===== src/logic/sdg_pkg.sv =====
// package: register map, field positions, reset values, timing and carrier types for the converter control block
package sdg_pkg;

  // register byte offsets on the control bus
  localparam logic [7:0] OFS_GAIN_CTRL_ZERO = 8'h00;
  localparam logic [7:0] OFS_AMP_CTRL_ONE = 8'h04;
  localparam logic [7:0] OFS_INPUT_CHANNEL_SELECT = 8'h08;
  localparam logic [7:0] OFS_RESULT_LOW = 8'h0C;
  localparam logic [7:0] OFS_RESULT_MIDDLE = 8'h10;
  localparam logic [7:0] OFS_RESULT_HIGH = 8'h14;
  localparam logic [7:0] OFS_CONVERTER_CTRL_ZERO = 8'h18;
  localparam logic [7:0] OFS_CONVERTER_CTRL_ONE = 8'h1C;
  localparam logic [7:0] OFS_CONVERTER_CLOCK_SELECT = 8'h20;
  localparam logic [7:0] OFS_POWER_CTRL = 8'h24;

  // reset values
  localparam logic [7:0] RST_GAIN_CTRL_ZERO = 8'h00;
  localparam logic [7:0] RST_AMP_CTRL_ONE = 8'h80;
  localparam logic [7:0] RST_INPUT_CHANNEL_SELECT = 8'h00;
  localparam logic [7:0] RST_CONVERTER_CTRL_ZERO = 8'h00;
  localparam logic [7:0] RST_CONVERTER_CTRL_ONE = 8'h00;
  localparam logic [7:0] RST_CONVERTER_CLOCK_SELECT = 8'h00;
  localparam logic [7:0] RST_POWER_CTRL = 8'h00;

  // writable masks; unimplemented bits read zero
  localparam logic [7:0] MSK_GAIN_CTRL_ZERO = 8'h7F;
  localparam logic [7:0] MSK_AMP_CTRL_ONE = 8'hCE;
  localparam logic [7:0] MSK_INPUT_CHANNEL_SELECT = 8'h3F;
  localparam logic [7:0] MSK_CONVERTER_CTRL_ZERO = 8'hFD;
  localparam logic [7:0] MSK_CONVERTER_CTRL_ONE = 8'hFE;
  localparam logic [7:0] MSK_CONVERTER_CLOCK_SELECT = 8'h1F;
  localparam logic [7:0] MSK_POWER_CTRL = 8'hC0;

  // field positions
  localparam int B_CM_LEVEL = 7;
  localparam int B_INPUT_END = 6;
  localparam int B_OFFSET_LO = 1;
  localparam int B_REF_GAIN_LO = 5;
  localparam int B_CONV_GAIN_LO = 3;
  localparam int B_AMP_GAIN_LO = 0;
  localparam int B_POS_SEL_LO = 0;
  localparam int B_NEG_SEL_LO = 3;
  localparam int B_CONV_RESET = 7;
  localparam int B_CONV_SLEEP = 6;
  localparam int B_CONV_POWER_OFF = 5;
  localparam int B_OSR_LO = 2;
  localparam int B_REF_SOURCE = 0;
  localparam int B_FILTER_LO = 5;
  localparam int B_NEG_BUF = 4;
  localparam int B_POS_BUF = 3;
  localparam int B_LATCH = 2;
  localparam int B_EOC = 1;
  localparam int B_CLK_DIV_LO = 0;
  localparam int B_REGULATOR = 7;
  localparam int B_CM_ENABLE = 6;
  localparam int RESULT_W = 20;

  // bus answers
  localparam logic [1:0] RESP_OKAY = 2'h0;
  localparam logic [1:0] RESP_SLVERR = 2'h2;

  // decimation constants
  localparam logic [4:0] FILT_NORMAL = 5'h1E;
  localparam logic [4:0] FILT_FAST = 5'h0C;
  localparam logic [2:0] FILT_CODE_NORMAL = 3'h0;
  localparam logic [19:0] OSR_BASE = 20'h0_2000;
  localparam logic [2:0] OSR_CODE_AUTO = 3'h7;
  localparam int CONV_CLK_REF_HZ = 4800000;
  localparam int RATE_AUTO_HZ = 3200;
  localparam logic [19:0] AUTO_FACTOR = 20'(CONV_CLK_REF_HZ / (12 * RATE_AUTO_HZ));

  // settings carried to the analog front end
  typedef struct packed {
    logic common_mode_level_sel;
    logic common_mode_active;
    logic regulator_enable;
    logic input_end_connect;
    logic [2:0] input_offset_trim;
    logic [1:0] reference_gain_shift;
    logic [3:0] converter_gain_mult;
    logic [7:0] amplifier_gain_mult;
    logic [2:0] positive_input_sel;
    logic [2:0] negative_input_sel;
    logic reference_source_sel;
    logic pos_reference_buffer_en;
    logic neg_reference_buffer_en;
    logic converter_sleep;
    logic converter_power_off;
  } sdg_afe_ctrl_t;

  typedef enum logic [2:0] {
    ST_OFF = 3'b001,
    ST_RUN = 3'b010,
    ST_DONE = 3'b100
  } sdg_filt_state_t;

endpackage


===== src/logic/sdg_converter_ctrl.sv =====
// converter control: register file, clock divider, decimating filter and front-end settings
// Operation
// - amp_ctrl_one bit 7 picks common-mode level 1.05V or 1.25V; resets to 1
// - amp_ctrl_one bit 6 input-end connect, bits 3..1 offset trim, read/write, reset zero
// - output rate equals converter clock over filter constant times oversample factor
// - filter code 000 gives divide-by-30; oversample code 000 gives chopper 2, OSR 8192
// - a 3.2kHz output rate is available for automatic power-on
// - filter turns modulator bit stream into 20-bit results stored in result registers
// - result read-only: low bits 7..0, middle 15..8, high 19..16 in bits 3..0
// - ten registers: three result registers and seven control registers
// - two differential channels, each may pass the gain amplifier
// - channel select holds positive selector bits 2..0, negative selector bits 5..3
// - reference gain bits 6..5: 00 is 1, 01 is 1/2, 10 is 1/4, 11 reserved
// - converter gain bits 4..3: 1, 2, 4 or 8
// - amplifier gain bits 2..0 map binary powers; register resets to zero
// - control-zero holds reset, sleep, power-off, oversample field and reference select
// - control-one holds filter mode, buffer enables, latch, end flag; clock-select divider
// - unimplemented bits of gain and common-mode registers read zero
// - common-mode output active only if powered, regulator enabled and common-mode enabled
//
// The implementer's own choices: the AXI4-Lite register port and the placing of the registers.
`timescale 1ns/1ps
module sdg_converter_ctrl
  import sdg_pkg::*;
(
  // clock and reset
  input wire logic clock,
  input wire logic rstn,
  // axi4-lite write address and data
  input wire logic [7:0] s_axi_awaddr,
  input wire logic s_axi_awvalid,
  output logic s_axi_awready,
  input wire logic [31:0] s_axi_wdata,
  input wire logic [3:0] s_axi_wstrb,
  input wire logic s_axi_wvalid,
  output logic s_axi_wready,
  // axi4-lite write response
  output logic [1:0] s_axi_bresp,
  output logic s_axi_bvalid,
  input wire logic s_axi_bready,
  // axi4-lite read
  input wire logic [7:0] s_axi_araddr,
  input wire logic s_axi_arvalid,
  output logic s_axi_arready,
  output logic [31:0] s_axi_rdata,
  output logic [1:0] s_axi_rresp,
  output logic s_axi_rvalid,
  input wire logic s_axi_rready,
  // modulator side
  input wire logic modulator_bit,
  output logic converter_clock_tick,
  output sdg_afe_ctrl_t afe_ctrl
);

  function automatic logic [7:0] reg_mask(input logic [7:0] ofs);
    unique case (ofs)
      OFS_GAIN_CTRL_ZERO: reg_mask = MSK_GAIN_CTRL_ZERO;
      OFS_AMP_CTRL_ONE: reg_mask = MSK_AMP_CTRL_ONE;
      OFS_INPUT_CHANNEL_SELECT: reg_mask = MSK_INPUT_CHANNEL_SELECT;
      OFS_CONVERTER_CTRL_ZERO: reg_mask = MSK_CONVERTER_CTRL_ZERO;
      OFS_CONVERTER_CTRL_ONE: reg_mask = MSK_CONVERTER_CTRL_ONE;
      OFS_CONVERTER_CLOCK_SELECT: reg_mask = MSK_CONVERTER_CLOCK_SELECT;
      OFS_POWER_CTRL: reg_mask = MSK_POWER_CTRL;
      default: reg_mask = 8'h00;
    endcase
  endfunction

  function automatic logic is_mapped(input logic [7:0] ofs);
    is_mapped = (reg_mask(ofs) != 8'h00) || ofs == OFS_RESULT_LOW || ofs == OFS_RESULT_MIDDLE ||
      ofs == OFS_RESULT_HIGH;
  endfunction

  // control registers
  logic [7:0] gain_ctrl_zero_r;
  logic [7:0] amp_ctrl_one_r;
  logic [7:0] input_channel_select_r;
  logic [7:0] converter_ctrl_zero_r;
  logic [7:0] converter_ctrl_one_r;
  logic [7:0] converter_clock_select_r;
  logic [7:0] power_ctrl_r;
  logic [RESULT_W-1:0] result_r;

  // write channel
  logic aw_held_r;
  logic [7:0] aw_addr_r;
  logic w_held_r;
  logic [7:0] w_data_r;
  logic w_lane_r;
  logic bvalid_r;
  logic [1:0] bresp_r;
  wire aw_take = s_axi_awvalid && s_axi_awready;
  wire w_take = s_axi_wvalid && s_axi_wready;
  wire wr_go = aw_held_r && w_held_r && !bvalid_r;
  wire [7:0] wr_mask = reg_mask(aw_addr_r);
  wire wr_en = wr_go && w_lane_r;

  assign s_axi_awready = !aw_held_r && !bvalid_r;
  assign s_axi_wready = !w_held_r && !bvalid_r;
  assign s_axi_bvalid = bvalid_r;
  assign s_axi_bresp = bresp_r;

  always_ff @(posedge clock) begin
    if (!rstn) begin
      aw_held_r <= 1'b0;
      aw_addr_r <= 8'h00;
      w_held_r <= 1'b0;
      w_data_r <= 8'h00;
      w_lane_r <= 1'b0;
      bvalid_r <= 1'b0;
      bresp_r <= RESP_OKAY;
    end else begin
      if (aw_take) begin
        aw_held_r <= 1'b1;
        aw_addr_r <= s_axi_awaddr;
      end
      if (w_take) begin
        w_held_r <= 1'b1;
        w_data_r <= s_axi_wdata[7:0];
        w_lane_r <= s_axi_wstrb[0];
      end
      if (wr_go) begin
        aw_held_r <= 1'b0;
        w_held_r <= 1'b0;
        bvalid_r <= 1'b1;
        bresp_r <= is_mapped(aw_addr_r) ? RESP_OKAY : RESP_SLVERR;
      end else if (bvalid_r && s_axi_bready) begin
        bvalid_r <= 1'b0;
      end
    end
  end

  // filter handshake signals used by the register file
  logic result_done;
  wire eoc_clear = wr_en && aw_addr_r == OFS_CONVERTER_CTRL_ONE && !w_data_r[B_EOC];
  wire [7:0] ctrl_one_nxt = {(w_data_r & wr_mask & ~8'h02) | (converter_ctrl_one_r & ~wr_mask) |
    (converter_ctrl_one_r & 8'h02)};

  function automatic logic [7:0] merged(input logic [7:0] cur, input logic [7:0] dat, input logic [7:0] msk);
    merged = (dat & msk) | (cur & ~msk);
  endfunction

  always_ff @(posedge clock) begin
    if (!rstn) begin
      gain_ctrl_zero_r <= RST_GAIN_CTRL_ZERO;
      amp_ctrl_one_r <= RST_AMP_CTRL_ONE;
      input_channel_select_r <= RST_INPUT_CHANNEL_SELECT;
      converter_ctrl_zero_r <= RST_CONVERTER_CTRL_ZERO;
      converter_ctrl_one_r <= RST_CONVERTER_CTRL_ONE;
      converter_clock_select_r <= RST_CONVERTER_CLOCK_SELECT;
      power_ctrl_r <= RST_POWER_CTRL;
    end else begin
      // masks keep unimplemented bits at zero
      if (wr_en && aw_addr_r == OFS_GAIN_CTRL_ZERO)
        gain_ctrl_zero_r <= merged(gain_ctrl_zero_r, w_data_r, wr_mask);
      if (wr_en && aw_addr_r == OFS_AMP_CTRL_ONE)
        amp_ctrl_one_r <= merged(amp_ctrl_one_r, w_data_r, wr_mask);
      if (wr_en && aw_addr_r == OFS_INPUT_CHANNEL_SELECT)
        input_channel_select_r <= merged(input_channel_select_r, w_data_r, wr_mask);
      if (wr_en && aw_addr_r == OFS_CONVERTER_CTRL_ZERO)
        converter_ctrl_zero_r <= merged(converter_ctrl_zero_r, w_data_r, wr_mask);
      if (wr_en && aw_addr_r == OFS_CONVERTER_CLOCK_SELECT)
        converter_clock_select_r <= merged(converter_clock_select_r, w_data_r, wr_mask);
      if (wr_en && aw_addr_r == OFS_POWER_CTRL)
        power_ctrl_r <= merged(power_ctrl_r, w_data_r, wr_mask);
      // end flag: software clears by writing zero, a completing result wins
      if (wr_en && aw_addr_r == OFS_CONVERTER_CTRL_ONE)
        converter_ctrl_one_r <= ctrl_one_nxt;
      if (result_done)
        converter_ctrl_one_r[B_EOC] <= 1'b1;
      else if (eoc_clear)
        converter_ctrl_one_r[B_EOC] <= 1'b0;
    end
  end

  // read channel
  logic rvalid_r;
  logic [31:0] rdata_r;
  logic [1:0] rresp_r;
  logic [7:0] rd_val;
  assign s_axi_arready = !rvalid_r;
  assign s_axi_rvalid = rvalid_r;
  assign s_axi_rdata = rdata_r;
  assign s_axi_rresp = rresp_r;

  always_comb begin
    unique case (s_axi_araddr)
      OFS_GAIN_CTRL_ZERO: rd_val = gain_ctrl_zero_r;
      OFS_AMP_CTRL_ONE: rd_val = amp_ctrl_one_r;
      OFS_INPUT_CHANNEL_SELECT: rd_val = input_channel_select_r;
      OFS_RESULT_LOW: rd_val = result_r[7:0];
      OFS_RESULT_MIDDLE: rd_val = result_r[15:8];
      OFS_RESULT_HIGH: rd_val = {4'h0, result_r[19:16]};
      OFS_CONVERTER_CTRL_ZERO: rd_val = converter_ctrl_zero_r;
      OFS_CONVERTER_CTRL_ONE: rd_val = converter_ctrl_one_r;
      OFS_CONVERTER_CLOCK_SELECT: rd_val = converter_clock_select_r;
      OFS_POWER_CTRL: rd_val = power_ctrl_r;
      default: rd_val = 8'h00;
    endcase
  end

  always_ff @(posedge clock) begin
    if (!rstn) begin
      rvalid_r <= 1'b0;
      rdata_r <= 32'h0000_0000;
      rresp_r <= RESP_OKAY;
    end else if (s_axi_arvalid && !rvalid_r) begin
      rvalid_r <= 1'b1;
      rdata_r <= {24'h00_0000, rd_val};
      rresp_r <= is_mapped(s_axi_araddr) ? RESP_OKAY : RESP_SLVERR;
    end else if (rvalid_r && s_axi_rready) begin
      rvalid_r <= 1'b0;
    end
  end

  // field views
  wire conv_reset = converter_ctrl_zero_r[B_CONV_RESET];
  wire conv_sleep = converter_ctrl_zero_r[B_CONV_SLEEP];
  wire conv_power_off = converter_ctrl_zero_r[B_CONV_POWER_OFF];
  wire [2:0] osr_code = converter_ctrl_zero_r[B_OSR_LO+:3];
  wire [2:0] filt_code = converter_ctrl_one_r[B_FILTER_LO+:3];
  wire latch_hold = converter_ctrl_one_r[B_LATCH];
  wire [4:0] clk_div = converter_clock_select_r[B_CLK_DIV_LO+:5];
  wire [2:0] amp_code = gain_ctrl_zero_r[B_AMP_GAIN_LO+:3];
  wire [1:0] conv_code = gain_ctrl_zero_r[B_CONV_GAIN_LO+:2];
  wire [1:0] ref_code = gain_ctrl_zero_r[B_REF_GAIN_LO+:2];
  wire cm_cond = !conv_power_off && power_ctrl_r[B_REGULATOR] && power_ctrl_r[B_CM_ENABLE];

  // front-end settings, registered so the analog side sees clean levels
  sdg_afe_ctrl_t afe_nxt;
  always_comb begin
    afe_nxt.common_mode_level_sel = amp_ctrl_one_r[B_CM_LEVEL];
    afe_nxt.common_mode_active = cm_cond;
    afe_nxt.regulator_enable = power_ctrl_r[B_REGULATOR];
    afe_nxt.input_end_connect = amp_ctrl_one_r[B_INPUT_END];
    afe_nxt.input_offset_trim = amp_ctrl_one_r[B_OFFSET_LO+:3];
    // reserved code falls back to unity so a bad write never overdrives
    afe_nxt.reference_gain_shift = (ref_code == 2'h3) ? 2'h0 : ref_code;
    afe_nxt.converter_gain_mult = 4'h1 << conv_code;
    afe_nxt.amplifier_gain_mult = 8'h01 << amp_code;
    afe_nxt.positive_input_sel = input_channel_select_r[B_POS_SEL_LO+:3];
    afe_nxt.negative_input_sel = input_channel_select_r[B_NEG_SEL_LO+:3];
    afe_nxt.reference_source_sel = converter_ctrl_zero_r[B_REF_SOURCE];
    afe_nxt.pos_reference_buffer_en = converter_ctrl_one_r[B_POS_BUF];
    afe_nxt.neg_reference_buffer_en = converter_ctrl_one_r[B_NEG_BUF];
    afe_nxt.converter_sleep = conv_sleep;
    afe_nxt.converter_power_off = conv_power_off;
  end

  always_ff @(posedge clock) begin
    if (!rstn)
      afe_ctrl <= '0;
    else
      afe_ctrl <= afe_nxt;
  end

  // converter clock: one tick every clk_div+1 master cycles
  logic [4:0] div_cnt_r;
  logic tick_r;
  wire div_hit = div_cnt_r >= clk_div;
  always_ff @(posedge clock) begin
    if (!rstn) begin
      div_cnt_r <= 5'h00;
      tick_r <= 1'b0;
    end else begin
      div_cnt_r <= div_hit ? 5'h00 : div_cnt_r + 5'h01;
      tick_r <= div_hit;
    end
  end
  assign converter_clock_tick = tick_r;

  // modulator stream arrives from the analog domain
  logic mod_meta_r;
  logic mod_sync_r;
  always_ff @(posedge clock) begin
    if (!rstn) begin
      mod_meta_r <= 1'b0;
      mod_sync_r <= 1'b0;
    end else begin
      mod_meta_r <= modulator_bit;
      mod_sync_r <= mod_meta_r;
    end
  end

  // decimation length = filter constant x oversample factor
  wire [4:0] filt_const = (filt_code == FILT_CODE_NORMAL) ? FILT_NORMAL : FILT_FAST;
  wire [19:0] osr_factor = (osr_code == OSR_CODE_AUTO) ? AUTO_FACTOR : (OSR_BASE << osr_code);
  wire [24:0] win_len = 25'(filt_const * osr_factor);

  sdg_filt_state_t state_r;
  sdg_filt_state_t state_nxt;
  logic [24:0] win_cnt_r;
  logic signed [25:0] acc_r;
  wire filt_stop = conv_reset || conv_sleep || conv_power_off;
  wire win_end = tick_r && (win_cnt_r >= win_len - 25'd1);
  wire signed [25:0] acc_step = mod_sync_r ? 26'sd1 : -26'sd1;
  wire signed [25:0] res_max = 26'sh007_FFFF;
  wire signed [25:0] res_min = -26'sh008_0000;
  wire [19:0] res_sat = (acc_r > res_max) ? 20'h7_FFFF : (acc_r < res_min) ? 20'h8_0000 : acc_r[19:0];

  always_comb begin
    state_nxt = state_r;
    unique case (state_r)
      ST_OFF: state_nxt = filt_stop ? ST_OFF : ST_RUN;
      ST_RUN: state_nxt = filt_stop ? ST_OFF : (win_end ? ST_DONE : ST_RUN);
      ST_DONE: state_nxt = filt_stop ? ST_OFF : ST_RUN;
      default: state_nxt = ST_OFF;
    endcase
  end
  assign result_done = (state_r == ST_DONE);

  always_ff @(posedge clock) begin
    if (!rstn) begin
      state_r <= ST_OFF;
      win_cnt_r <= 25'd0;
      acc_r <= 26'sd0;
    end else begin
      state_r <= state_nxt;
      // the last tick of a window is summed; the done cycle keeps its tick so the rate stays exact
      if (state_r == ST_RUN && tick_r) begin
        win_cnt_r <= win_end ? 25'd0 : win_cnt_r + 25'd1;
        acc_r <= acc_r + acc_step;
      end else if (state_r == ST_DONE && tick_r) begin
        win_cnt_r <= 25'd1;
        acc_r <= acc_step;
      end else if (state_r != ST_RUN) begin
        win_cnt_r <= 25'd0;
        acc_r <= 26'sd0;
      end
    end
  end

  // result only changes from the filter; bus writes never reach it
  always_ff @(posedge clock) begin
    if (!rstn)
      result_r <= 20'h0_0000;
    else if (result_done && !latch_hold)
      result_r <= res_sat;
  end
endmodule


===== config.mk =====
export PLATFORM = sky130hd
export DESIGN_NAME = sdg_converter_ctrl
export DESIGN_NICKNAME = d
export VERILOG_FILES = /design/src/logic/sdg_pkg.sv /design/src/logic/sdg_converter_ctrl.sv
export SDC_FILE = /design/constraint.sdc
export NUM_CORES = 1
export LEC_CHECK = 0
export ABC_CLOCK_PERIOD_IN_PS = 10000
export BUFFER_PORTS_ARGS = -buffer_cell sky130_fd_sc_hd__buf_2
export CORE_MARGIN = 5
export CORE_UTILIZATION = 45
export CTS_CLUSTER_SIZE = 20
export DETAILED_ROUTE_END_ITERATION = 8
export GPL_TIMING_DRIVEN = 0
export SLEW_MARGIN = 25
export SYNTH_ARGS = -nofsm -noshare
export SYNTH_HDL_FRONTEND = slang
export SYNTH_SLANG_ARGS = --single-unit

===== constraint.sdc =====
create_clock -name clock -period 10 [get_ports clock]
set_clock_uncertainty 0.05 [all_clocks]
set_input_delay 1 -clock clock [delete_from_list [all_inputs] [get_ports clock]]
set_output_delay 1 -clock clock [all_outputs]
set_load 0.005 [all_outputs]

## Yosys cells after proc, flatten, opt, wreduce, memory -nomap -nowiden

Index checks and enable logic that the tools add are counted.
W data, S select, Z words.

- Register bits: 203
- Bits of input ports: 60
- Output and inout bits: 74
- Logic and storage cells: 179

- Add/sub/neg operators: 4
- Multipliers: 1
- $lt $le $gt $ge: 4
- Equality and inequality tests: 24
- Shift-type cells: 3
- Multiplexer cells: 32
- Bitwise operators: 18
- Reduce and logical (&&, ||, !) cells: 52

Operators with widths:

| operator | number |
|---|---|
| $pmux W8 S7 | 2 |
| $mux W26 | 4 |
| $mux W25 | 4 |
| $pmux W8 S10 | 1 |
| $and A8 B8 Y8 | 8 |
| $eq A8 B5 Y1 const B | 8 |
| $mux W20 | 3 |
| $or A8 B8 Y8 | 7 |
| $eq A8 B4 Y1 const B | 4 |
| $eq A8 B6 Y1 const B | 4 |
| $mux W8 | 4 |
| $add A26 B26 Y26 | 1 |
| $gt A26 B20 Y1 const B | 1 |
| $lt A26 B20 Y1 const B | 1 |
| $add A25 B1 Y25 const B | 1 |
| $ge A25 B25 Y1 | 1 |
| $mul A5 B20 Y25 | 1 |
| $sub A25 B1 Y25 const B | 1 |
| $logic_and A1 B1 Y1 | 24 |
| $shl A14 B3 Y20 const A | 1 |
| $eq A8 B3 Y1 const B | 2 |
| $logic_not A8 Y1 | 2 |
| $reduce_bool A8 Y1 | 2 |
| $logic_or A1 B1 Y1 | 8 |
| other kinds (22) | 43 |

## Logic depth before layout (Yosys ltp)

Gate-level depths: netlist (run 1).

- Depth after elaboration: 9
- Mapped depth: 28

## Least setup slack after synthesis (run 1)

No wires, ideal clock.

- Kind: register to register
- From: register (tool-made name)
- To: register win_cnt_r[5]
- Library setup time: 0.070 ns
- Data arrival time: 5.449 ns
- Data required time: 9.880 ns
- Setup slack: 4.431 ns
- Cell stages (with the launch flop): 26
- Path through: dfxtp_1 > clkbuf_1 > nor3_1 > nand2_1 > ha_1 > inv_1 > fa_1 > inv_1 > fa_1 > inv_1 > ha_1 > a21o_1 > a21o_1 > a21o_1 > a21o_1 > a21o_1 > a21oi_1 > xor2_1 > ha_1 > a21oi_1 > nand2_1 > o21ai_0 > a41oi_2 > or2_0 > or4_1 > a21oi_1

RTL lines:

| element | line | RTL |
|---|---|---|
| end signal, assigned | sdg_converter_ctrl.sv:320 | `win_cnt_r <= win_end ? 25'd0 : win_cnt_r + 25'd1;` |
| end, declared | sdg_converter_ctrl.sv:291 | `logic [24:0] win_cnt_r;` |

==> run metrics, run 1 <==
most frequent cell on the critical path=a21o_1; commonest cells after routing, fill and taps aside=dfxtp_1, nand2_1, o21ai_0; Initial DRT Pass Iterations=5; Die H=between 150 and 200 um; CTS Hold Bufs=0; Hold Fails Final Rpt=0; total power=roughly 1.9 mW; fin. max-slew vios=0; routed via count=roughly 9600; DR DRC count=0; CP peak stage delay=approximately 0.71 ns; HPWL after detailed placement=around 22 mm; CTS tree=built; final wirelength=~30 mm; nets=1586; H-tree Lvls=1; Clock Latency Late Sink=about 0.52 ns; post-CTS sizing=0; WP data required=between 10 and 15 ns; EDFF count, synth=0; Worst Path Arrival=roughly 6.8 ns; Power per Cell Area=about 150 nW/um^2; Clock Sinks=201; Post-synth top flop=dfxtp_1; Min-Delay Path Class=reg2reg; # rows=between 50 and 60; Mapped Cells=1304; Worst Path Buf+Inv=4; status=complete, no violations; P&R area growth vs syn=14.74%; Clock Path Buffers=3; Yosys reg bits=between 200 and 250; asr flop ratio synth=0%; Layout fillers=2410; Final GP Congestion=0.8746; hold path depth=1; vias in the first global route=9150; number of DRC markers after the initial detailed-route iteration=roughly 590; startpoint type of the worst setup path=flip-flop; die width=~170 um; Setup Buffers After CTS=0; core region area=~24000 sq um; Crit-path slowest cell=nor3_1; CTS Root Cell=clkbuf_16; worst vdd ir=~110 uV; final period utilization=between 60% and 70%; CP max FO=10; most common cell after layout, fill and taps aside=dfxtp_1; overall global routing resource usage=20.96%; Avg WL per Cell=between 15 and 20 um; top cell type's share of synthesized area=36.40%; FMAX=between 0.15 and 0.2 GHz; mapped cell area=approximately 11000 sq um; Critical Path Stages=25; starting density of the core=between 40% and 50%; Slew Limit Headroom=around 32%; # diodes=0; gr ovfl total=0; crit end category=flip-flop; share of layout cells above drive strength 1=a little over a tenth; Setup TNS=0 ns; top cells by area in the synthesized netlist=dfxtp_1, ha_1, nand2_1, a21boi_0, o21ai_0; global-route wire length before repair=approximately 49 mm; delay-heaviest family, CP=adder cells; drt via density=5.416; Worst Reg-to-Reg Cells=25; Worst-Margin Slew=1.009 ns; leading area contributor after synthesis=dfxtp_1; # setup viols final=0; die area=roughly 28000 sq um; kind of critical path=reg2reg; Clock transition at path regs=about 0.06 ns; CTS buffer count=23; FF+latch area=4024 sq um; port bufs=78; multi-input logic area=around 6500 sq um; IO Count=134; initial antenna violation count=1; register-to-register setup slack=3.51 ns; min Tclk post-route=about 6.5 ns; number of max-cap violations=0; syn_area_per_cell=roughly 8.5 sq um; RSZ-0062 raised after global routing=false; Antenna Violating Nets Remaining=0; largest net degree at the start of global routing=28; sequential fraction of the synthesis area=36.40%; Lkg Pwr=~5.5 nW; Yosys cell types=63; Ys Warns=0
layer usage:
metal,GRT usage [%],share of wire (%),vias to the layer above
met5,0,0,-
met4,5.016,2.3,0
met3,3.247,6.0,50
met2,33.42,44,272
met1,29.98,48,4507
li1,-,-,4763
synth_stat cells (3+ instances only):
master and count:
nor4b_1 3, nor2_1 78, xor2_1 16, a221o_1 3, and2_1 42, a221oi_1 6, inv_1 69, fa_1 12
nand3b_1 3, o21a_1 4, o31ai_1 3, a21o_1 21, nor3_1 31, nand4_1 6, or3_1 3, a211oi_1 4
a21boi_0 65, mux2i_1 35, buf_4 26, o21bai_1 4, or3b_2 3, and3_1 17, nor2b_1 30, nand2_1 158
dfxtp_1 201, a222oi_1 7, a21oi_1 70, and3b_1 5, nor4_1 4, a22o_1 11, xnor2_1 30, o21ai_0 87
and4_1 5, or4_1 3, nor3b_1 14, a22oi_1 11, nand3_1 25, o22ai_1 11, ha_1 81, o211ai_1 5
nand2b_1 11, clkbuf_1 54
through the flow:
| step | hold slack (ns) | instance area (sq um) | setup slack [ns] | utilization [%] | cells |
|---|---|---|---|---|---|
| finish | 0.3906 | 12680 | 3.511 | 52.31 | 1771 |
| global route | 0.4034 | 12680 | 2.853 | 52.31 | 1771 |
| CTS | 0.4006 | 12680 | 3.481 | 52.31 | 1771 |
| detailed placement | 0.3709 | 11970 | 3.559 | 49.37 | 1732 |
| global placement | 0.3657 | 11950 | 3.624 | 49.28 | 1732 |
| floorplan | 0.3619 | 11150 | 4.431 | - | 1330 |
cell families (layout without fill, tap and decap cells):
family	after synthesis	after routing	share of synthesized area (%)
AND/OR/NAND/NOR	446	446	19.93
AO/OA/AOI/OAI	329	329	19.39
flip-flops	201	201	36.40
other	1	27	0.03392
buffers and inverters	153	270	6.100
adder cells (fa/ha/maj)	93	93	11.34
multiplexers	35	35	3.169
XOR/XNOR	46	46	3.644
final cells by class:
cell class                      instances  share of cell area, %
Sequential cell                       201                  31.72
Inverter                               69                  2.042
Buffer                                 84                  3.275
Tap cell                              324                  3.196
Clock inverter                          5                 0.4439
Multi-Input combinational cell        976                  51.07
Clock buffer                           34                  5.179
Timing Repair Buffer                   78                  3.078
path summary, 6_finish.rpt:
kind	endpoint	startpoint
worst min register to register	mod_sync_r	mod_meta_r
worst max-delay path	win_cnt_r[4]	flip-flop
worst min-delay path	mod_sync_r	mod_meta_r
worst max register to register	win_cnt_r[4]	flip-flop
where the power goes:
| part | total [mW] | switching (mW) | internal [mW] |
|---|---|---|---|
| sequential | 0.835 | 0.0184 | 0.816 |
| combinational | 0.225 | 0.130 | 0.0948 |
| clock | 0.813 | 0.335 | 0.478 |
(Power assumes the default switching activity.)
==> inputs of run 2 (changes only) <==
--- a/config.mk
+++ b/config.mk
@@ -5,7 +5,7 @@
 export SDC_FILE = /design/constraint.sdc
 export NUM_CORES = 1
 export LEC_CHECK = 0
-export ABC_CLOCK_PERIOD_IN_PS = 10000
+export ABC_CLOCK_PERIOD_IN_PS = 6600
 export BUFFER_PORTS_ARGS = -buffer_cell sky130_fd_sc_hd__buf_2
 export CORE_MARGIN = 5
 export CORE_UTILIZATION = 45
==> constraint.sdc (replaced) <==
create_clock -name clock -period 6.6 [get_ports clock]
set_clock_uncertainty 0.05 [all_clocks]
set_input_delay 0.66 -clock clock [delete_from_list [all_inputs] [get_ports clock]]
set_output_delay 0.66 -clock clock [all_outputs]
set_load 0.005 [all_outputs]
==> run metrics, run 2 (synthesis results as in run 1) <==
Antenna Violating Nets Remaining=0 (unchanged); die area=27800 sq um (unchanged); Min-Delay Path Class=in2reg; CTS Root Cell=clkbuf_16; Power per Cell Area=223.0 nW/um^2 (+51%); worst vdd ir=165.3 uV (+52%); HPWL after detailed placement=22.39 mm (unchanged); Final GP Congestion=0.8746 (unchanged); internal power=2.105 mW (+52%); Clk pwr share=43.4% (about the same); drt via density=5.410 (-0.12%); overall global routing resource usage=20.96% (unchanged); IO Count=134 (unchanged); status=complete, no violations; # diodes=0 (unchanged); starting density of the core=45.59% (unchanged); Clock transition at path regs=0.06 ns (about the same); Worst-Margin Slew=0.9891 ns (-0.02029 ns); most common cell after layout, fill and taps aside=dfxtp_1; WP data required=6.98 ns (-3.36 ns); hold path endpoint=mod_meta_r; min Tclk post-route=6.112 ns (-0.3769 ns); # setup viols final=0 (unchanged); nets=1589 (+0.19%); register-to-register setup slack=0.49 ns (-3.02 ns); commonest cells after routing, fill and taps aside=dfxtp_1, nand2_1, o21ai_0; Die H=166.7 um (unchanged); global-route wire length before repair=48.52 mm (unchanged); Avg WL per Cell=16.80 um (-0.12%); core region area=24250 sq um (unchanged); H-tree Lvls=1 (unchanged); startpoint type of the worst setup path=flip-flop; number of max-cap violations=0 (unchanged); kind of critical path=reg2reg; Clock Path Buffers=3 (unchanged); FMAX=0.1636 GHz (+6.2%); hold path depth=2 (+1); total power=2.838 mW (+52%); number of DRC markers after the initial detailed-route iteration=666 (+13%); sequential power share=44.6% (about the same); gr ovfl total=0 (unchanged); P&R area growth vs syn=15.12%; switching part of the total=25.81% (about the same); power share of the combinational group=12.0% (about the same); routed via count=9597 (+0.052%); share of layout cells above drive strength 1=11.03% (+0.60 points); RSZ-0062 raised after global routing=false; Setup TNS=0 ns (unchanged); Slew Limit Headroom=33.65% (+1.6 points); CP max FO=10 (unchanged); Layout fillers=2409 (-0.041%); DR DRC count=0 (unchanged); worst hold start=modulator_bit; largest net degree at the start of global routing=28 (unchanged); Lkg Pwr=5.562 nW (+0.56%); vias in the first global route=9150 (unchanged); die width=166.7 um (unchanged); Worst Reg-to-Reg Cells=25 (unchanged); crit end category=flip-flop; Clock Latency Late Sink=0.52 ns (about the same); Initial DRT Pass Iterations=5 (unchanged); CTS buffer count=23 (unchanged); r2r endpoint=win_cnt_r[5]; CTS tree=built; Worst Path Arrival=6.49 ns (-0.34 ns); final wirelength=29.80 mm (about the same); Clock Sinks=201 (unchanged); fin. max-slew vios=0 (unchanged); Hold Fails Final Rpt=0 (unchanged); Psw=732.5 uW (+52%); # rows=57 (unchanged); final period utilization=92.61% (+28 points); port bufs=78 (unchanged); CTS Hold Bufs=0 (unchanged); initial antenna violation count=1 (unchanged)
-- run 2: cell count changes in the layout (fill, tap and decap cells not counted), moves of 2 or more --
cell	previous run	this run
buf_4	26	29
clkbuf_1	61	57
nor3_1	30	28
clkbuf_2	0	4
nor3_2	1	3
-- run 2: power by group through the flow --
| stage | sequential, mW | clock, mW | combinational (mW) |
|---|---|---|---|
| after floorplan | 1.28 | 0 | 0.255 |
| after global placement | 1.29 | 0 | 0.334 |
| after detailed placement | 1.29 | 0 | 0.338 |
| after CTS | 1.26 | 1.26 | 0.340 |
| after global routing | 1.27 | 1.31 | 0.387 |
| final | 1.26 | 1.23 | 0.341 |
-- run 2: what timing repair did --
item	CTS	global route
resized for setup	0	11
endpoints found under the setup margin	0	27
setup buffers	0	3
-- run 2: layout make-up --
type | count | area, sq um | area share, %
Clock buffer | 34 | 656.9 | 5.161
Inverter | 69 | 259.0 | 2.035
Clock inverter | 5 | 56.30 | 0.4424
Buffer | 84 | 420.4 | 3.303
Sequential cell | 201 | 4024 | 31.62
Timing Repair Buffer | 81 | 412.9 | 3.244
Tap cell | 324 | 405.4 | 3.185
Multi-Input combinational cell | 976 | 6492 | 51.01
-- run 2: critical path, cell delays in order, from the launching register on --
cell and delay [ns]:
dfxtp_1 0.31, clkbuf_1 0.27, nor3_2 0.36, nand2_1 0.21, ha_1 0.34, inv_1 0.05
fa_1 0.49, inv_1 0.05, fa_1 0.52, inv_1 0.04, ha_1 0.36, a21o_1 0.19
a21o_1 0.20, a21o_1 0.18, a21o_1 0.19, a21o_1 0.18, a21oi_1 0.16, xor2_1 0.18
ha_1 0.26, a21oi_1 0.22, nand2_1 0.07, o21ai_0 0.11, a41oi_2 0.14, or2_0 0.33
or4_1 0.41, a21oi_1 0.15
-- run 2: worst max path at each step --
| stage | to | cells after the start | slack [ns] | startpoint |
|---|---|---|---|---|
| 2_1_floorplan | win_cnt_r[5] | 25 | 1.03 | flip-flop |
| 3_3_place_gp | win_cnt_r[11] | 26 | 0.22 | flip-flop |
| 3_5_place_dp | win_cnt_r[11] | 26 | 0.16 | flip-flop |
| 4_1_cts | win_cnt_r[10] | 25 | 0.08 | flip-flop |
| 5_1_grt | win_cnt_r[19] | 26 | 0.03 | flip-flop |
| 6_report | win_cnt_r[5] | 25 | 0.49 | flip-flop |
-- run 2: metal layers --
layer  track usage [%]  routed length (um)
met1             29.98               14030
met2             33.42               13180
met3             3.247                1870
met4             5.016                 716
met5                 0                   0
-- run 2: per-stage QoR --
| step | area [sq um] | hold slack (ns) | worst slack, ns | cells | utilization, % |
|---|---|---|---|---|---|
| global placement | 11950 | 0.3657 | 0.2238 | 1732 | 49.28 |
| floorplan | 11150 | 0.3619 | 1.031 | 1330 | - |
| finish | 12730 | 0.2978 | 0.4878 | 1774 | 52.49 |
| global route | 12730 | 0.2944 | 0.02590 | 1774 | 52.49 |
| CTS | 12680 | 0.2791 | 0.08076 | 1771 | 52.31 |
| detailed placement | 11970 | 0.3709 | 0.1595 | 1732 | 49.37 |
